===== src/cdr_defines.svh =====
`ifndef CDR_DEFINES_SVH
`define CDR_DEFINES_SVH

// byte offsets of the register words on the bus
`define CDR_OFS_INSTRUCTION_LOCATION 8'h00
`define CDR_OFS_ACCUMULATOR_MAIN 8'h04
`define CDR_OFS_ACCUMULATOR_TEMP 8'h08
`define CDR_OFS_INDEX_MODIFIER 8'h0c
`define CDR_OFS_EXTRA_MEMORY_POINTER 8'h10
`define CDR_OFS_STACK_LOCATION 8'h14
`define CDR_OFS_PROGRAM_STATUS_WORD 8'h18

// reset values
`define CDR_REG_RST 16'h0000
// interrupts disabled, level 3, both bank pointers zero
`define CDR_PSW_RST 16'h0030

// fixed memory base of the general-purpose register banks
`define CDR_GP_BASE 16'h0100

// field positions inside the condition codes byte
`define CDR_CCR_HALF_CARRY 7
`define CDR_CCR_INT_ENABLE 6
`define CDR_CCR_LEVEL_HIGH 5
`define CDR_CCR_LEVEL_LOW 4
`define CDR_CCR_NEGATIVE 3
`define CDR_CCR_ZERO 2
`define CDR_CCR_OVERFLOW 1
`define CDR_CCR_CARRY 0

`endif


===== src/cdr_pkg.sv =====
package cdr_pkg;

  typedef enum logic [2:0] {
    CDR_SEL_INSTRUCTION_LOCATION = 3'h0,
    CDR_SEL_ACCUMULATOR_MAIN = 3'h1,
    CDR_SEL_ACCUMULATOR_TEMP = 3'h2,
    CDR_SEL_INDEX_MODIFIER = 3'h3,
    CDR_SEL_EXTRA_MEMORY_POINTER = 3'h4,
    CDR_SEL_STACK_LOCATION = 3'h5,
    CDR_SEL_PROGRAM_STATUS_WORD = 3'h6,
    CDR_SEL_NONE = 3'h7
  } cdr_sel_type;

  typedef struct packed {
    logic [4:0] register_bank_select;
    logic [2:0] direct_bank_select;
    logic [7:0] condition_codes;
  } cdr_psw_type;

  // one arithmetic step on accumulator_main and accumulator_temp
  typedef struct packed {
    logic en;
    logic wide;
    logic sub;
    logic shift;
  } cdr_alu_req_type;

endpackage


===== src/cdr_core_regs.sv =====
// Notes on behaviour
// - 16-bit instruction location register
// - 16-bit accumulator, byte ops use low byte
// - temp accumulator is second operand, low byte on byte ops
// - 16-bit index, extra pointer, stack registers
// - status: bank pointers high, condition codes low
// - direct bank 1..7 remaps offsets 80..ff
// - direct offsets 00..7f never remapped
// - direct bank resets zero, zero means unmapped
// - half carry from bit 3 to 4
// - interrupt enable flag, cleared at reset
// - take interrupt only above current level
// - negative flag copies result msb
// - zero flag set on zero result
// - overflow flag on two's-complement overflow
// - carry from bit 7 (bit 15 on wide steps), shift-out on shifts
// - eight 8-bit registers per bank, 32 banks
// - low three opcode bits pick register
//
// Added by the designer: register access over AHB-Lite and the address map.
`timescale 1ns/100ps
`include "cdr_defines.svh"

module cdr_core_regs
  import cdr_pkg::*;
#(
  parameter logic [15:0] GP_BASE = `CDR_GP_BASE
) (
  input wire logic CLK,
  input wire logic RST_B,
  input wire logic HSEL,
  input wire logic [31:0] HADDR,
  input wire logic [1:0] HTRANS,
  input wire logic HWRITE,
  input wire logic [2:0] HSIZE,
  input wire logic [31:0] HWDATA,
  input wire logic HREADY,
  output logic [31:0] HRDATA,
  output logic HREADYOUT,
  output logic HRESP,
  input wire logic PC_INC,
  input wire logic CORE_WE,
  input wire cdr_sel_type CORE_SEL,
  input wire logic [15:0] CORE_WDATA,
  input wire cdr_alu_req_type ALU_REQ,
  input wire logic [7:0] DIR_OFFSET,
  input wire logic [2:0] GP_OPCODE,
  input wire logic IRQ_REQ,
  input wire logic [1:0] IRQ_LEVEL,
  output logic [15:0] INSTRUCTION_LOCATION,
  output logic [15:0] ACCUMULATOR_MAIN,
  output logic [15:0] ACCUMULATOR_TEMP,
  output logic [15:0] INDEX_MODIFIER,
  output logic [15:0] EXTRA_MEMORY_POINTER,
  output logic [15:0] STACK_LOCATION,
  output cdr_psw_type PROGRAM_STATUS_WORD,
  output logic [15:0] DIR_PHYS_ADDR,
  output logic [15:0] GP_ADDR,
  output logic IRQ_TAKE
);

  function automatic cdr_sel_type decode_offset(input logic [31:0] addr);
    cdr_sel_type sel;
    sel = CDR_SEL_NONE;
    if (addr[31:8] == 24'h000000) begin
      case (addr[7:0])
        `CDR_OFS_INSTRUCTION_LOCATION: sel = CDR_SEL_INSTRUCTION_LOCATION;
        `CDR_OFS_ACCUMULATOR_MAIN: sel = CDR_SEL_ACCUMULATOR_MAIN;
        `CDR_OFS_ACCUMULATOR_TEMP: sel = CDR_SEL_ACCUMULATOR_TEMP;
        `CDR_OFS_INDEX_MODIFIER: sel = CDR_SEL_INDEX_MODIFIER;
        `CDR_OFS_EXTRA_MEMORY_POINTER: sel = CDR_SEL_EXTRA_MEMORY_POINTER;
        `CDR_OFS_STACK_LOCATION: sel = CDR_SEL_STACK_LOCATION;
        `CDR_OFS_PROGRAM_STATUS_WORD: sel = CDR_SEL_PROGRAM_STATUS_WORD;
        default: sel = CDR_SEL_NONE;
      endcase
    end
    return sel;
  endfunction

  function automatic logic [16:0] add_bits(input logic [15:0] x,
                                           input logic [15:0] y,
                                           input logic cin);
    return {1'b0, x} + {1'b0, y} + {16'h0000, cin};
  endfunction

  function automatic logic [15:0] map_direct(input logic [2:0] bank,
                                             input logic [7:0] ofs);
    logic [3:0] win;
    win = {1'b0, bank} + 4'h1;
    if (!ofs[7])
      return {8'h00, ofs};
    else if (bank == 3'h0)
      return {8'h00, ofs};
    else
      return {5'h00, win, ofs[6:0]};
  endfunction

  // the slot of one register, picked by the bus or the core write port
  function automatic logic slot_hit(input logic we, input cdr_sel_type wsel,
                                    input cdr_sel_type slot);
    return we && (wsel == slot);
  endfunction

  // reset value split into the pointer byte and the condition codes
  localparam logic [15:0] PSW_RST = `CDR_PSW_RST;

  logic [15:0] pc_r;
  logic [15:0] acc_main_r;
  logic [15:0] acc_temp_r;
  logic [15:0] index_r;
  logic [15:0] extra_ptr_r;
  logic [15:0] stack_r;
  logic [7:0] psw_hi_r;
  logic [7:0] ccr_r;
  cdr_psw_type psw_w;
  logic [15:0] rd_word;
  logic [1:0] cur_level;
  logic irq_admit;

  logic addr_ph;
  logic wr_pend_r;
  cdr_sel_type wr_sel_r;
  cdr_sel_type rd_sel;
  logic ahb_wr;
  logic [31:0] hrdata_nxt;

  logic [15:0] opa;
  logic [15:0] opb;
  logic [16:0] full_sum;
  logic [16:0] byte_sum;
  logic [16:0] nib_sum;
  logic [15:0] alu_res;
  logic [7:0] ccr_alu;
  logic res_msb;
  logic res_zero;

  assign psw_w = {psw_hi_r, ccr_r};

  // bus side: zero wait states, every answer is OKAY
  assign addr_ph = HSEL & HTRANS[1] & HREADY;
  assign ahb_wr = wr_pend_r & HREADY;
  assign rd_sel = decode_offset(HADDR);

  // a write is only known to land in its data phase, one edge later
  always_ff @(posedge CLK or negedge RST_B) begin
    if (!RST_B)
      wr_pend_r <= 1'b0;
    else if (HREADY)
      wr_pend_r <= addr_ph & HWRITE;
  end

  always_ff @(posedge CLK or negedge RST_B) begin
    if (!RST_B)
      wr_sel_r <= CDR_SEL_NONE;
    else if (HREADY)
      wr_sel_r <= rd_sel;
  end

  // unmapped words read as zero
  always_comb begin
    case (rd_sel)
      CDR_SEL_INSTRUCTION_LOCATION: rd_word = pc_r;
      CDR_SEL_ACCUMULATOR_MAIN: rd_word = acc_main_r;
      CDR_SEL_ACCUMULATOR_TEMP: rd_word = acc_temp_r;
      CDR_SEL_INDEX_MODIFIER: rd_word = index_r;
      CDR_SEL_EXTRA_MEMORY_POINTER: rd_word = extra_ptr_r;
      CDR_SEL_STACK_LOCATION: rd_word = stack_r;
      CDR_SEL_PROGRAM_STATUS_WORD: rd_word = psw_w;
      default: rd_word = 16'h0000;
    endcase
  end

  always_comb begin
    hrdata_nxt = 32'h00000000;
    if (rd_sel != CDR_SEL_NONE) begin
      // a write completing in this same cycle must be seen by the read
      if (ahb_wr && wr_sel_r == rd_sel)
        hrdata_nxt = {16'h0000, HWDATA[15:0]};
      else
        hrdata_nxt = {16'h0000, rd_word};
    end
  end

  always_ff @(posedge CLK or negedge RST_B) begin
    if (!RST_B)
      HRDATA <= 32'h00000000;
    else if (addr_ph && !HWRITE)
      HRDATA <= hrdata_nxt;
  end

  always_ff @(posedge CLK or negedge RST_B) begin
    if (!RST_B)
      HREADYOUT <= 1'b1;
    else
      HREADYOUT <= 1'b1;
  end

  // the slave never errors, so software cannot see a bad offset
  always_ff @(posedge CLK or negedge RST_B) begin
    if (!RST_B)
      HRESP <= 1'b0;
    else
      HRESP <= 1'b0;
  end

  // arithmetic step: accumulator_main op accumulator_temp
  always_comb begin
    opa = acc_main_r;
    opb = acc_temp_r ^ {16{ALU_REQ.sub}};
    full_sum = add_bits(opa, opb, ALU_REQ.sub);
    byte_sum = add_bits({8'h00, opa[7:0]}, {8'h00, opb[7:0]}, ALU_REQ.sub);
    nib_sum = add_bits({12'h000, opa[3:0]}, {12'h000, opb[3:0]},
                       ALU_REQ.sub);
    ccr_alu = psw_w.condition_codes;
    if (ALU_REQ.shift) begin
      alu_res = {opa[15:8], opa[6:0], 1'b0};
      ccr_alu[`CDR_CCR_CARRY] = opa[7];
    end else if (ALU_REQ.wide) begin
      alu_res = full_sum[15:0];
      // borrow is the inverted carry when subtracting
      ccr_alu[`CDR_CCR_CARRY] = full_sum[16] ^ ALU_REQ.sub;
      ccr_alu[`CDR_CCR_OVERFLOW] = (opa[15] == opb[15]) &&
                                   (full_sum[15] != opa[15]);
    end else begin
      // byte step leaves the upper byte of the accumulator alone
      alu_res = {opa[15:8], byte_sum[7:0]};
      ccr_alu[`CDR_CCR_CARRY] = byte_sum[8] ^ ALU_REQ.sub;
      ccr_alu[`CDR_CCR_OVERFLOW] = (opa[7] == opb[7]) &&
                                   (byte_sum[7] != opa[7]);
    end
    if (!ALU_REQ.shift)
      ccr_alu[`CDR_CCR_HALF_CARRY] = nib_sum[4] ^ ALU_REQ.sub;
    res_msb = ALU_REQ.wide && !ALU_REQ.shift ? alu_res[15] : alu_res[7];
    res_zero = ALU_REQ.wide && !ALU_REQ.shift ? (alu_res == 16'h0000) :
               (alu_res[7:0] == 8'h00);
    ccr_alu[`CDR_CCR_NEGATIVE] = res_msb;
    ccr_alu[`CDR_CCR_ZERO] = res_zero;
  end

  // each register: bus write beats core write beats its own update
  // the counter wraps at the top of the 64K space
  always_ff @(posedge CLK or negedge RST_B) begin
    if (!RST_B)
      pc_r <= `CDR_REG_RST;
    else if (slot_hit(ahb_wr, wr_sel_r, CDR_SEL_INSTRUCTION_LOCATION))
      pc_r <= HWDATA[15:0];
    else if (slot_hit(CORE_WE, CORE_SEL, CDR_SEL_INSTRUCTION_LOCATION))
      pc_r <= CORE_WDATA;
    else if (PC_INC)
      pc_r <= pc_r + 16'h0001;
  end

  // a lost arithmetic step is dropped, not retried
  always_ff @(posedge CLK or negedge RST_B) begin
    if (!RST_B)
      acc_main_r <= `CDR_REG_RST;
    else if (slot_hit(ahb_wr, wr_sel_r, CDR_SEL_ACCUMULATOR_MAIN))
      acc_main_r <= HWDATA[15:0];
    else if (slot_hit(CORE_WE, CORE_SEL, CDR_SEL_ACCUMULATOR_MAIN))
      acc_main_r <= CORE_WDATA;
    else if (ALU_REQ.en)
      acc_main_r <= alu_res;
  end

  // the second operand is only ever loaded, never computed
  always_ff @(posedge CLK or negedge RST_B) begin
    if (!RST_B)
      acc_temp_r <= `CDR_REG_RST;
    else if (slot_hit(ahb_wr, wr_sel_r, CDR_SEL_ACCUMULATOR_TEMP))
      acc_temp_r <= HWDATA[15:0];
    else if (slot_hit(CORE_WE, CORE_SEL, CDR_SEL_ACCUMULATOR_TEMP))
      acc_temp_r <= CORE_WDATA;
  end

  always_ff @(posedge CLK or negedge RST_B) begin
    if (!RST_B)
      index_r <= `CDR_REG_RST;
    else if (slot_hit(ahb_wr, wr_sel_r, CDR_SEL_INDEX_MODIFIER))
      index_r <= HWDATA[15:0];
    else if (slot_hit(CORE_WE, CORE_SEL, CDR_SEL_INDEX_MODIFIER))
      index_r <= CORE_WDATA;
  end

  always_ff @(posedge CLK or negedge RST_B) begin
    if (!RST_B)
      extra_ptr_r <= `CDR_REG_RST;
    else if (slot_hit(ahb_wr, wr_sel_r, CDR_SEL_EXTRA_MEMORY_POINTER))
      extra_ptr_r <= HWDATA[15:0];
    else if (slot_hit(CORE_WE, CORE_SEL, CDR_SEL_EXTRA_MEMORY_POINTER))
      extra_ptr_r <= CORE_WDATA;
  end

  // no bounds check here: the stack may wrap through memory
  always_ff @(posedge CLK or negedge RST_B) begin
    if (!RST_B)
      stack_r <= `CDR_REG_RST;
    else if (slot_hit(ahb_wr, wr_sel_r, CDR_SEL_STACK_LOCATION))
      stack_r <= HWDATA[15:0];
    else if (slot_hit(CORE_WE, CORE_SEL, CDR_SEL_STACK_LOCATION))
      stack_r <= CORE_WDATA;
  end

  // bank pointers change only by explicit writes
  always_ff @(posedge CLK or negedge RST_B) begin
    if (!RST_B)
      psw_hi_r <= PSW_RST[15:8];
    else if (slot_hit(ahb_wr, wr_sel_r, CDR_SEL_PROGRAM_STATUS_WORD))
      psw_hi_r <= HWDATA[15:8];
    else if (slot_hit(CORE_WE, CORE_SEL, CDR_SEL_PROGRAM_STATUS_WORD))
      psw_hi_r <= CORE_WDATA[15:8];
  end

  // a status write in the same cycle drops the flag update
  always_ff @(posedge CLK or negedge RST_B) begin
    if (!RST_B)
      ccr_r <= PSW_RST[7:0];
    else if (slot_hit(ahb_wr, wr_sel_r, CDR_SEL_PROGRAM_STATUS_WORD))
      ccr_r <= HWDATA[7:0];
    else if (slot_hit(CORE_WE, CORE_SEL, CDR_SEL_PROGRAM_STATUS_WORD))
      ccr_r <= CORE_WDATA[7:0];
    else if (ALU_REQ.en)
      ccr_r <= ccr_alu;
  end

  assign INSTRUCTION_LOCATION = pc_r;
  assign ACCUMULATOR_MAIN = acc_main_r;
  assign ACCUMULATOR_TEMP = acc_temp_r;
  assign INDEX_MODIFIER = index_r;
  assign EXTRA_MEMORY_POINTER = extra_ptr_r;
  assign STACK_LOCATION = stack_r;
  assign PROGRAM_STATUS_WORD = psw_w;

  // address helpers follow the status word one cycle later
  always_ff @(posedge CLK or negedge RST_B) begin
    if (!RST_B)
      DIR_PHYS_ADDR <= 16'h0000;
    else
      DIR_PHYS_ADDR <= map_direct(psw_w.direct_bank_select, DIR_OFFSET);
  end

  always_ff @(posedge CLK or negedge RST_B) begin
    if (!RST_B)
      GP_ADDR <= 16'h0000;
    else
      GP_ADDR <= GP_BASE + {8'h00, psw_w.register_bank_select, 3'h0} +
                 {13'h0000, GP_OPCODE};
  end

  // lower level number is higher priority; level 3 admits 0 to 2
  assign cur_level = {psw_w.condition_codes[`CDR_CCR_LEVEL_HIGH],
                      psw_w.condition_codes[`CDR_CCR_LEVEL_LOW]};
  assign irq_admit = IRQ_REQ &
                     psw_w.condition_codes[`CDR_CCR_INT_ENABLE] &
                     (IRQ_LEVEL < cur_level);

  // registered so the decision never races a status write
  always_ff @(posedge CLK or negedge RST_B) begin
    if (!RST_B)
      IRQ_TAKE <= 1'b0;
    else
      IRQ_TAKE <= irq_admit;
  end

endmodule


===== config.mk =====
export PLATFORM = sky130hd
export DESIGN_NAME = cdr_core_regs
export DESIGN_NICKNAME = d
export VERILOG_FILES = /design/src/cdr_pkg.sv /design/src/cdr_core_regs.sv
export VERILOG_INCLUDE_DIRS = /design/src
export SDC_FILE = /design/constraint.sdc
export NUM_CORES = 1
export LEC_CHECK = 0
export BUFFER_PORTS_ARGS = -buffer_cell sky130_fd_sc_hd__buf_2
export CAP_MARGIN = 20
export CORE_UTILIZATION = 36
export CTS_BUF_LIST = sky130_fd_sc_hd__clkbuf_16
export DETAILED_ROUTE_END_ITERATION = 8
export HOLD_SLACK_MARGIN = 0.12
export PLACE_DENSITY = 0.68
export SLEW_MARGIN = 20
export SYNTH_ARGS = -nofsm -noshare
export SYNTH_HDL_FRONTEND = slang
export SYNTH_SLANG_ARGS = --single-unit

===== constraint.sdc =====
create_clock -name CLK -period 5.3 [get_ports CLK]
set_input_delay 0.795 -clock CLK [delete_from_list [all_inputs] [get_ports CLK]]
set_output_delay 0.795 -clock CLK [all_outputs]
set_load 0.01 [all_outputs]

# ---- Word-level counts from Yosys, hierarchy flattened
# Index checks and enable logic that the tools add are counted.
dict set report word_totals {
  ff_bits 176
  inputBits 113
  out_inout_bits 179
  word_cells 140
}
dict set report classes {
  n_addsub 10
  n_lt_le_gt_ge 1
  n_eq_ne 31
  n_mux 34
  bitwise 10
  reduce_logical 38
}
# cell n
set op_table {}
lappend op_table {{two-way mux 16 bit} 18}
lappend op_table {{case mux 16 bit (7 select lines)} 1}
lappend op_table {{two-way mux 8 bit} 5}
lappend op_table {{equality test 3 bit, second input constant} 9}
lappend op_table {{equality test 8 x 5 -> 1 bit, second input constant} 3}
lappend op_table {{zero test 24 bit} 1}
lappend op_table {{two-way mux 11 bit} 2}
lappend op_table {{case mux 3 bit (7 select lines)} 1}
lappend op_table {{logical AND 1 bit} 19}
lappend op_table {{equality test 3 x 2 -> 1 bit, second input constant} 6}
lappend op_table {{adder 16 x 16 -> 17 bit} 1}
lappend op_table {{adder 17 x 1 -> 17 bit} 1}
lappend op_table {{adder 16 x 1 -> 16 bit, second input constant} 1}
lappend op_table {{equality test 8 x 4 -> 1 bit, second input constant} 2}
lappend op_table {{zero test 16 bit} 1}
lappend op_table {{zero test 8 bit} 2}
lappend op_table {{bitwise XOR 16 bit} 1}
lappend op_table {{zero test 3 bit} 4}
lappend op_table {{adder 10 x 3 -> 11 bit} 1}
lappend op_table {{adder 9 x 8 -> 10 bit, first input constant} 1}
lappend op_table {{nonzero test 2 bit} 5}
lappend op_table {{adder 8 x 8 -> 9 bit} 1}
lappend op_table {{adder 9 x 1 -> 9 bit} 1}
lappend op_table {{equality test 3 x 1 -> 1 bit, second input constant} 3}
lappend op_table {{other kinds (18)} 34}

# ---- Longest topological paths before layout
# Gate-level depths: netlist of run 1.
dict set report logic_depth {
  word_depth 10
  depth_mapped 13
  depth_no_buf 11
}

# ---- Least setup slack after synthesis of run 1
# OpenSTA, ideal clock, no wires.
dict set report synth_timing {
  path_kind {input -> register}
  startpoint {in ALU_REQ[1] in the netlist's numbering}
  endpoint {reg acc_main_r[11], in the netlist ACCUMULATOR_MAIN[11]}
  setup_time_ns 0.126
  arrival_ns 3.400
  required_time_ns 5.174
  slack_ns 1.774
  path_stages 12
  path_buffers 2
  path_cell_list {buf_6 -> buf_1 -> xor2_1 -> ha_1 -> a21o_1 -> a2111oi_4 -> nor4_2 -> or2_4 -> xor2_1 -> a21oi_1 -> a211oi_1 -> a221o_1}
}
dict set report synth_via {
  elab_chain_len 8
}
# item line
set synth_rtl {}
lappend synth_rtl {{start, declared} cdr_core_regs.sv:45} ;# input wire cdr_alu_req_type ALU_REQ,
lappend synth_rtl {{bitwise XOR 16 bit} cdr_core_regs.sv:209} ;# opb = acc_temp_r ^ {16{ALU_REQ.sub}};
lappend synth_rtl {{adder 16 x 16 -> 17 bit} cdr_core_regs.sv:83} ;# return {1'b0, x} + {1'b0, y} + {16'h0000, cin};
lappend synth_rtl {{adder 17 x 1 -> 17 bit (*)} cdr_core_regs.sv:83}
lappend synth_rtl {{two-way mux 16 bit (*)} cdr_core_regs.sv:218} ;# end else if (ALU_REQ.wide) begin
lappend synth_rtl {{two-way mux 16 bit (*)} cdr_core_regs.sv:215} ;# if (ALU_REQ.shift) begin
lappend synth_rtl {{two-way mux 16 bit (*)} cdr_core_regs.sv:261} ;# else if (ALU_REQ.en)
lappend synth_rtl {{two-way mux 16 bit (*)} cdr_core_regs.sv:259} ;# else if (slot_hit(CORE_WE, CORE_SEL, CDR_SEL_ACCUMULATOR_MAIN))
lappend synth_rtl {{two-way mux 16 bit (*)} cdr_core_regs.sv:257} ;# else if (slot_hit(ahb_wr, wr_sel_r, CDR_SEL_ACCUMULATOR_MAIN))
lappend synth_rtl {{end signal, assigned} cdr_core_regs.sv:256} ;# acc_main_r <= `CDR_REG_RST;
lappend synth_rtl {{end signal, assigned} cdr_core_regs.sv:258} ;# acc_main_r <= HWDATA[15:0];
lappend synth_rtl {{end signal, assigned} cdr_core_regs.sv:262} ;# acc_main_r <= alu_res;
lappend synth_rtl {{end, declared} cdr_core_regs.sv:108} ;# logic [15:0] acc_main_r;
# Every way passes the cells marked *; elsewhere a longest branch is shown, timed or not. The select of a mux whose other input is x is not followed.
# A chain may end at the register's enable or synchronous reset.

# ---- Worst setup path after layout of run 1
dict set report layout_timing {
  startpoint {in ALU_REQ[1] in the netlist's numbering}
  endpoint {reg ccr_r[3]}
}
dict set report layout_via {
  elab_chain_len 9
  word_cells_on_any_way 11
  classes_between {add/sub: 4; mux: 6; bitwise: 1}
}
# item line
set layout_rtl {}
lappend layout_rtl {{bitwise XOR 16 bit} cdr_core_regs.sv:209}
lappend layout_rtl {{adder 16 x 16 -> 17 bit / adder 8 x 8 -> 9 bit (equally long branches)} cdr_core_regs.sv:83}
lappend layout_rtl {{adder 17 x 1 -> 17 bit / adder 9 x 1 -> 9 bit (equally long branches)} cdr_core_regs.sv:83}
lappend layout_rtl {{two-way mux 16 bit (*)} cdr_core_regs.sv:218}
lappend layout_rtl {{two-way mux 16 bit (*)} cdr_core_regs.sv:215}
lappend layout_rtl {{two-way mux 1 bit (*)} cdr_core_regs.sv:233} ;# res_msb = ALU_REQ.wide && !ALU_REQ.shift ? alu_res[15] : alu_res[7];
lappend layout_rtl {{two-way mux 8 bit (*)} cdr_core_regs.sv:321} ;# else if (ALU_REQ.en)
lappend layout_rtl {{two-way mux 8 bit (*)} cdr_core_regs.sv:319} ;# else if (slot_hit(CORE_WE, CORE_SEL, CDR_SEL_PROGRAM_STATUS_WORD))
lappend layout_rtl {{two-way mux 8 bit (*)} cdr_core_regs.sv:317} ;# else if (slot_hit(ahb_wr, wr_sel_r, CDR_SEL_PROGRAM_STATUS_WORD))
lappend layout_rtl {{end signal, assigned} cdr_core_regs.sv:318} ;# ccr_r <= HWDATA[7:0];
lappend layout_rtl {{end signal, assigned} cdr_core_regs.sv:320} ;# ccr_r <= CORE_WDATA[7:0];
lappend layout_rtl {{end signal, assigned} cdr_core_regs.sv:322} ;# ccr_r <= ccr_alu;
lappend layout_rtl {{end, declared} cdr_core_regs.sv:114} ;# logic [7:0] ccr_r;
# Marked as above.

==> results.md, run 1 <==
Placement:
- The HPWL after detailed placement is 25700 um.
- In this run, placement finished with an instance count of 1602.
- The final weighted congestion of routability-driven global placement is 0.907.
- In this run the cell area measured after placement is 11000 um2.
- The pre-CTS worst setup slack is 1370 ps.
- Buffers placed on the I/O ports in this run total 241.

Final layout:
- Cells with a size suffix above 1 make up 24.3% of the layout.
- The finished layout holds 1635 standard cells, fillers aside.
- The final cell utilization of the core is 44.3%.
- The sequential cells in the finished layout cover a total of 3830 um2.
- The number of fill cells in the layout is 2548.
- The relative area change from synthesis to final layout is 19.8%.
- The number of nets in the layout is 1422.
- The footprint of the multi-input gates is 5360 um2.
- The finished cells cover 11600 um2.

Clocking:
- The count of cells resized by post-cts repair is 0.
- The number of setup buffers added after CTS is 0.
- The deepest level of the CTS H-tree is 4.
- The clock latency reported for the late side of the worst-skew pair is 430 ps.
- The maximum clock insertion buffer count is 2.
- The clock tree from TritonCTS is built.
- Clock-pin slew was measured on the worst setup and hold paths at 70 ps.
- The count of hold buffers inserted by post-cts repair is 0.
- The clock drives 153 sinks.
- The CTS root buffer is clkbuf_16.
- Buffers inserted during clock tree synthesis total 17.

Routing:
- The number of nets with antenna violations after routing is 0.
- The routed layout has 9463 vias.
- For this run, design rule violations remaining after detail routing come to 11.
- Dividing the detail-routed wire length by the instance count gives 21.2 um.
- The routed design has 34700 um of wire.
- The first TritonRoute pass finished after 8 iterations.
- The average via count per standard cell is 5.79.
- The number of DRC markers in iteration 0 is 1404.

Logic synthesis:
- The library cell with the largest summed area after synthesis is dfrtp_1.
- In this run the cell area of the synthesized design comes to 9690 um2.
- In the synthesized netlist the async set-or-reset flop fraction comes to 100%.
- Yosys attributes the largest share of cell area to dfrtp_1, mux2i_1, nand2_1.
- The most common flop cell mapped by yosys is dfrtp_1.
- The share of the yosys chip area belonging to registers is 39.6%.
- Synthesis inferred 153 register bits.
- For this run, the number of Yosys warnings is 0.
- Synthesis produced a netlist whose cell count is 1098.
- The number of flops mapped to enable cells by yosys is 0.
- The portion of synthesized cell area occupied by the leading cell type is 38.2%.
- The mean instance size in the synthesized netlist is 8.82 um2.
- Synthesis instantiated 70 different standard cells from the library.
- The most frequently used cell type in the post-synthesis netlist is dfrtp_1.
- By count the netlist is led by dfrtp_1, nand2_1, nor2_1.

Global route:
- The all-layer global routing usage is 24.9%.
- The initial antenna violation count is 1.
- The global-route wire length before repair is 53000 um.
- After global routing the overflow that remains totals 0.
- The largest net degree at the start of global routing is 91.
- The via count of the first global-routing pass is 8797.

STA:
- The worst-case headroom to the max-slew limit is 28.3%.
- The number of setup violations in the final report is 0.
- In the post-route analysis, the smallest setup slack over all paths is 1700 ps.
- Setup repair after global routing left no endpoint under its margin.
- The clock skew after layout is 11.0 ps.
- The setup TNS is 0 ps.
- In the finished design, the share of the clock period the worst path needs comes to 68.0%.
- The max-slew violation count is 0.
- The number of hold-slack violations in the final timing report is 0.
- The clock period minus worst slack is 3600 ps.
- The transition at the pin with the smallest max-transition slack is 1070 ps.
- For this run, the top clock speed supported by timing is 0.278 GHz.

Worst setup path:
- Along the worst path, the maximum fanout reaches 18.
- The worst setup path is captured at a register.
- The signal on the critical path passes through buf_2 -> xor2_1 -> ha_1 -> and3_1 -> a31oi_1 -> nand2_1 -> a311o_1 -> a311oi_1 -> o211ai_1 -> a211oi_1 -> a21o_1.
- For flop-to-flop paths, the worst setup slack is 2000 ps.
- For the worst setup path, the data required time is 5660 ps.
- The highest cell delay on the worst timing path is 500 ps.
- The worst setup path is launched from an input pin.
- The path type of the worst setup path is in -> reg.
- The data arrival time of the critical path is 3970 ps.
- The highest-delay cell along the critical path is a311oi_1.

Floorplan:
- The horizontal die dimension is 166 um.
- After floorplanning, the core was divided into 59 placement rows.
- The total I/O pin count is 292.
- The die is 166 um tall.
- Once the floorplan was initialized, standard cells occupied 37.0% of the core.
- The floorplan core area is 26200 um2.
- The total die area is 27600 um2.

Run status:
- The checks that failed: DRC.
- The flow ran to the end, but the final reports show violations.

Hold path:
- In this run the worst hold path is classified as reg -> reg.

Power:
- VDD sags by at most 223 uV.
- The leakage power of the design is 5.37 nW.
- Dividing total power by cell area gives a power density of 437 nW/um2.

Run:
- Across the run, the number of max-cap violations was 0.
==> layout make-up <==
| cell class | count | share of cell area (%) |
|---|---|---|
| timing repair buffer | 257 | 11.5 |
| inverter | 17 | 0.550 |
| multi-input combinational | 841 | 46.2 |
| clock buffer | 17 | 3.67 |
| sequential | 153 | 33.1 |
| antenna | 1 | 0.0216 |
| clock inverter | 14 | 1.41 |
| tap | 335 | 3.61 |
==> cell families after synthesis <==
kind of cell | synth area share (%)
compound gates | 21.0
xor+xnor | 3.89
fa+ha+maj | 2.92
buf+inv | 6.55
flops | 39.6
mux | 8.95
other cells | 0.0775
simple gates | 17.0
==> layout by cell type, fill, tap and decap left out, types with 31 or more instances in the layout <==
cell,count
xor2_1,31
dfrtp_1,148
nor2_1,99
mux2i_1,84
o21ai_0,69
conb_1,31
o21ai_1,41
a21oi_1,84
buf_2,240
nand2_1,124
==> metal layers <==
metal  GRT usage, %  up-vias  share of wire, %
met4           8.25        0               2.5
met1           34.2     4575                42
li1               -     4329                 -
met5              0        -                 0
met3           6.01       62               9.7
met2           38.3      497                45
==> final timing paths <==
| check | from | endpoint | depth (start not counted) |
|---|---|---|---|
| worst min register to register | psw_hi_r[5]$_DFFE_PN0P_ | GP_ADDR[5]$_DFF_PN0_ | 0 |
| worst max register to register | ACCUMULATOR_TEMP[8]$_DFFE_PN0P_ | ccr_r[3]$_DFFE_PN0P_ | 10 |
| worst max-delay path | ALU_REQ[1] | ccr_r[3]$_DFFE_PN0P_ | 11 |
| worst min-delay path | psw_hi_r[5]$_DFFE_PN0P_ | GP_ADDR[5]$_DFF_PN0_ | 0 |
| min in group asynchronous | RST_B | DIR_PHYS_ADDR[4]$_DFF_PN0_ | 1 |
| max in group asynchronous | RST_B | ccr_r[5]$_DFFE_PN1P_ | 2 |
==> sequential cells by signal, summed over array words and instances (netlist names), 3 cells and up <==
signal	cells
ACCUMULATOR_MAIN	16
ACCUMULATOR_TEMP	16
DIR_PHYS_ADDR	11
EXTRA_MEMORY_POINTER	16
GP_ADDR	9
HRDATA	16
INDEX_MODIFIER	16
INSTRUCTION_LOCATION	16
STACK_LOCATION	16
ccr_r	8
psw_hi_r	8
wr_sel_r	3
==> per-stage QoR <==
step                hold WS [ps]  total power [mW]
floorplan                    448              3.04
global placement             435              3.76
detailed placement           441              3.80
CTS                          450              5.06
global route                 440              5.38
finish                       453              5.07
==> worst max-delay path, delay by kind of cell <==
| family | cells | cell delay (ps) |
|---|---|---|
| XOR/XNOR | 1 | 140 |
| buffers and inverters | 1 | 440 |
| AO/OA/AOI/OAI | 6 | 1800 |
| AND/OR/NAND/NOR | 2 | 360 |
| adder cells (fa/ha/maj) | 1 | 410 |
==> report_power, final <==
| group | switching [mW] | internal (mW) | leakage (nW) | total (mW) |
|---|---|---|---|---|
| clock | 0.538 | 0.705 | 0.285 | 1.24 |
| combinational | 1.15 | 0.853 | 3.22 | 2.00 |
| sequential | 0.405 | 1.42 | 1.87 | 1.83 |
| total | 2.09 | 2.98 | 5.37 | 5.07 |
Note: power is estimated with default switching activity, not from simulation.
==> run 2: changes to the inputs <==
--- a/config.mk
+++ b/config.mk
@@ -12,7 +12,7 @@
 export CTS_BUF_LIST = sky130_fd_sc_hd__clkbuf_16
 export DETAILED_ROUTE_END_ITERATION = 8
 export HOLD_SLACK_MARGIN = 0.12
-export PLACE_DENSITY = 0.68
+export PLACE_DENSITY = 0.71
 export SLEW_MARGIN = 20
 export SYNTH_ARGS = -nofsm -noshare
 export SYNTH_HDL_FRONTEND = slang
==> constraint.sdc (replaced) <==
create_clock -name CLK -period 3.3 [get_ports CLK]
set_input_delay 0.495 -clock CLK [delete_from_list [all_inputs] [get_ports CLK]]
set_output_delay 0.495 -clock CLK [all_outputs]
set_load 0.01 [all_outputs]
==> run 2 against run 1 <==
Against the previous run: the run still ends with DRC left; clock-buffer cell count stayed put; register-to-register slack worse by 1700 ps; utilization is 1.6 points higher; via count is 3.9% higher; sequential share of layout area is 1.1 points lower; largest power group unchanged.
==> results.md, run 2 (synthesis results as in run 1) <==
Run:
- The number of max-cap violations is 0.

Floorplan:
- The total I/O pin count is 292.
- For this configuration, the core starts out at a cell density of 37.0%.
- The number of placement rows is 59.
- The floorplan step defined a die boundary enclosing 27600 um2.
- Measured along the x axis, the die boundary spans 166 um.
- The floorplan core area is 26200 um2.
- The die is 166 um tall.

Worst setup path:
- The endpoint kind of the worst setup timing path is a register.
- The setup path with the least slack is of type reg -> reg.
- The cell that appears most often on the critical path is buf_4.
- The critical path goes through xor2_1 -> ha_1 -> o21a_1 -> o21ai_0 -> buf_4 -> nor4_2 -> nor4_1 -> a311oi_1 -> buf_4 -> o211ai_1 -> a211oi_1 -> a21o_1.
- At the worst endpoint, the required time is 3670 ps.
- STA classifies the critical path startpoint as a register.
- The maximum fanout encountered on the critical timing path is 4.
- The highest cell delay on the worst timing path is 510 ps.
- At the worst endpoint, the arrival time is 3350 ps.
- The largest individual stage delay along the critical path comes from the cell dfrtp_1.

Placement:
- The number of port buffers is 241.
- The placed instance area is 11400 um2.
- The pre-CTS worst setup slack is -27.8 ps.
- The final weighted congestion of routability-driven global placement is 0.973.
- Once detailed placement completed, the half-perimeter wirelength came to 27000 um.

STA:
- Setup violations remaining at the end of the flow were counted as 0.
- The final cycle utilization of the critical path is 90.4%.
- The clock arrives with 14.2 ps of skew.
- For this run, the top clock speed supported by timing is 0.335 GHz.
- The worst pin sits at a relative slew slack of 37.3%.
- Setup repair after global routing left no endpoint under its margin.
- The number of hold-slack violations in the final timing report is 0.
- The final worst slack is 317 ps.
- The max-slew violation count is 0.
- The clock period minus worst slack is 2980 ps.
- At the pin with the least slew margin, the transition time is 941 ps.

Routing:
- The count of vias placed by the detailed router is 9829.
- The count of nets left with antenna violations once routing finished came out at 0.
- In this run, the number of DRC markers left after iteration 0 of detailed routing was 1400.
- The total detailed-routing wirelength is 36100 um.
- The first detailed-routing pass took 8 iterations.
- Dividing the detail-routed wire length by the instance count gives 21.5 um.
- Using the TritonRoute via totals, the vias-per-cell ratio works out to 5.84.
- For this run, design rule violations remaining after detail routing come to 9.

Power:
- The combinational share of power is 42.1%.
- The switching power of the nets is 3.49 mW.
- The worst vdd rail ir drop is 299 uV.
- The total power per unit cell area is 713 nW/um2.
- In this run switching power makes up 40.7% of total power.
- Sequential cells account for 33.5% of the total power.
- The cell internal power dissipation is 5.07 mW.
- The leakage power of the design is 5.63 nW.
- The clock network fraction of total power is 24.4%.

Global route:
- The via count of the first global-routing pass was 9353.
- The first global-routing pass estimated 55100 um of wire.
- The total grt overflow is 0.
- The initial antenna violation count was 1.
- For this run, the total global-route usage over all layers was measured as 25.9%.
- Entering global routing, the biggest net connects 84 pins.

Clocking:
- After clock tree synthesis, the clock-pin slew on the worst setup and hold paths is 70 ps.
- For the worst-skew pair, the clock arrives at the later sink with an insertion delay of 440 ps.
- The number of setup buffers added after CTS is 0.
- After clock tree synthesis, the flow added hold-fix buffers numbering 0.
- The number of buffers inserted during clock tree synthesis is 17.
- Gates resized during post-CTS repair numbered 0.
- The deepest level of the CTS H-tree is 4.
- For this design, the sink count on the clock tree is 153.
- The CTS root buffer is clkbuf_16.
- The longest clock path from root to sink contains 2 buffers.
- The clock tree from TritonCTS is built.

Hold path:
- The path category of the worst min-delay check is in -> async.

Final layout:
- Counting the fill cells in the layout gives 2450.
- The top cell types in the final layout, fill and taps aside, are buf_2, dfrtp_1, nand2_1.
- The number of antenna cells inserted is 0.
- The storage element area is 3830 um2.
- The number of nets in the layout is 1471.
- The final non-filler cell area is 12000 um2.
- The relative area change from synthesis to final layout is 24.0%.
- The fraction of layout instances using a drive strength above 1 is 27.1%.
- The footprint of the multi-input gates is 5360 um2.
- The most frequent standard cell in the layout excluding fill and tap cells is buf_2.

Run status:
- The checks that failed: DRC.
- The run finished, with violations left.
-- run 2: cell types whose count changed in the layout (fill, tap and decap cells not counted), sizes merged --
cell      delta
clkinvlp     -1
bufinv       +1
diode        -1
buf         +49
-- run 2: routing by layer --
layer	share of wire (%)	GRT usage, %	routed length [um]	up-vias
li1	-	-	-	4414
met1	40	34.0	14600	4726
met2	45	41.3	16400	606
met3	11	6.20	4010	83
met4	3.1	9.63	1110	0
met5	0	0	0	-
-- run 2: power by group through the flow --
stage               registers [mW]  clock network (mW)  logic, mW
detailed placement            2.87                   0       3.54
CTS                           2.85                2.10       3.58
floorplan                     2.90                   0       1.98
global route                  2.91                2.17       3.94
global placement              2.86                   0       3.48
finish                        2.87                2.09       3.60
-- run 2: cell type report --
class | instances | area share, %
multi-input cells | 841 | 44.6
flip-flops and latches | 153 | 31.9
repair buffers | 306 | 14.4
clock buffers | 17 | 3.54
well taps | 335 | 3.49
clock inverters | 14 | 1.55
inverters | 17 | 0.531
-- run 2: critical path, delay by kind of cell (launching register included) --
| kind | cells | cell delay, ps |
|---|---|---|
| AO/OA/AOI/OAI | 6 | 1030 |
| buffers and inverters | 2 | 340 |
| AND/OR/NAND/NOR | 2 | 520 |
| XOR/XNOR | 1 | 200 |
| adder cells (fa/ha/maj) | 1 | 310 |
| flip-flops | 1 | 510 |
-- run 2: worst paths after layout --
path	startpoint	to	slack, ps	depth (start not counted)
setup / recovery	ACCUMULATOR_TEMP[3]$_DFFE_PN0P_	ccr_r[3]$_DFFE_PN0P_	320	12
hold / removal	RST_B	DIR_PHYS_ADDR[3]$_DFF_PN0_	100	1
setup reg to reg	ACCUMULATOR_TEMP[3]$_DFFE_PN0P_	ccr_r[3]$_DFFE_PN0P_	320	12
hold reg to reg	psw_hi_r[5]$_DFFE_PN0P_	GP_ADDR[5]$_DFF_PN0_	460	0
max in group asynchronous	RST_B	EXTRA_MEMORY_POINTER[4]$_DFFE_PN0P_	2350	2
min in group CLK	DIR_OFFSET[1]	DIR_PHYS_ADDR[1]$_DFF_PN0_	160	1
-- run 2: stage by stage --
| step | total power, mW | util, % | cells | TNS, ps | hold slack [ps] |
|---|---|---|---|---|---|
| 6_report | 8.56 | 45.8 | 1683 | 0 | 98.2 |
| 5_1_grt | 9.02 | 45.8 | 1683 | 0 | 152 |
| 4_1_cts | 8.52 | 45.8 | 1683 | 0 | 146 |
| 3_3_place_gp | 6.34 | 43.5 | 1652 | 0 | 443 |
| 3_5_place_dp | 6.42 | 43.5 | 1652 | -34.0 | 443 |
| 2_1_floorplan | 4.88 | - | 1127 | 0 | 199 |
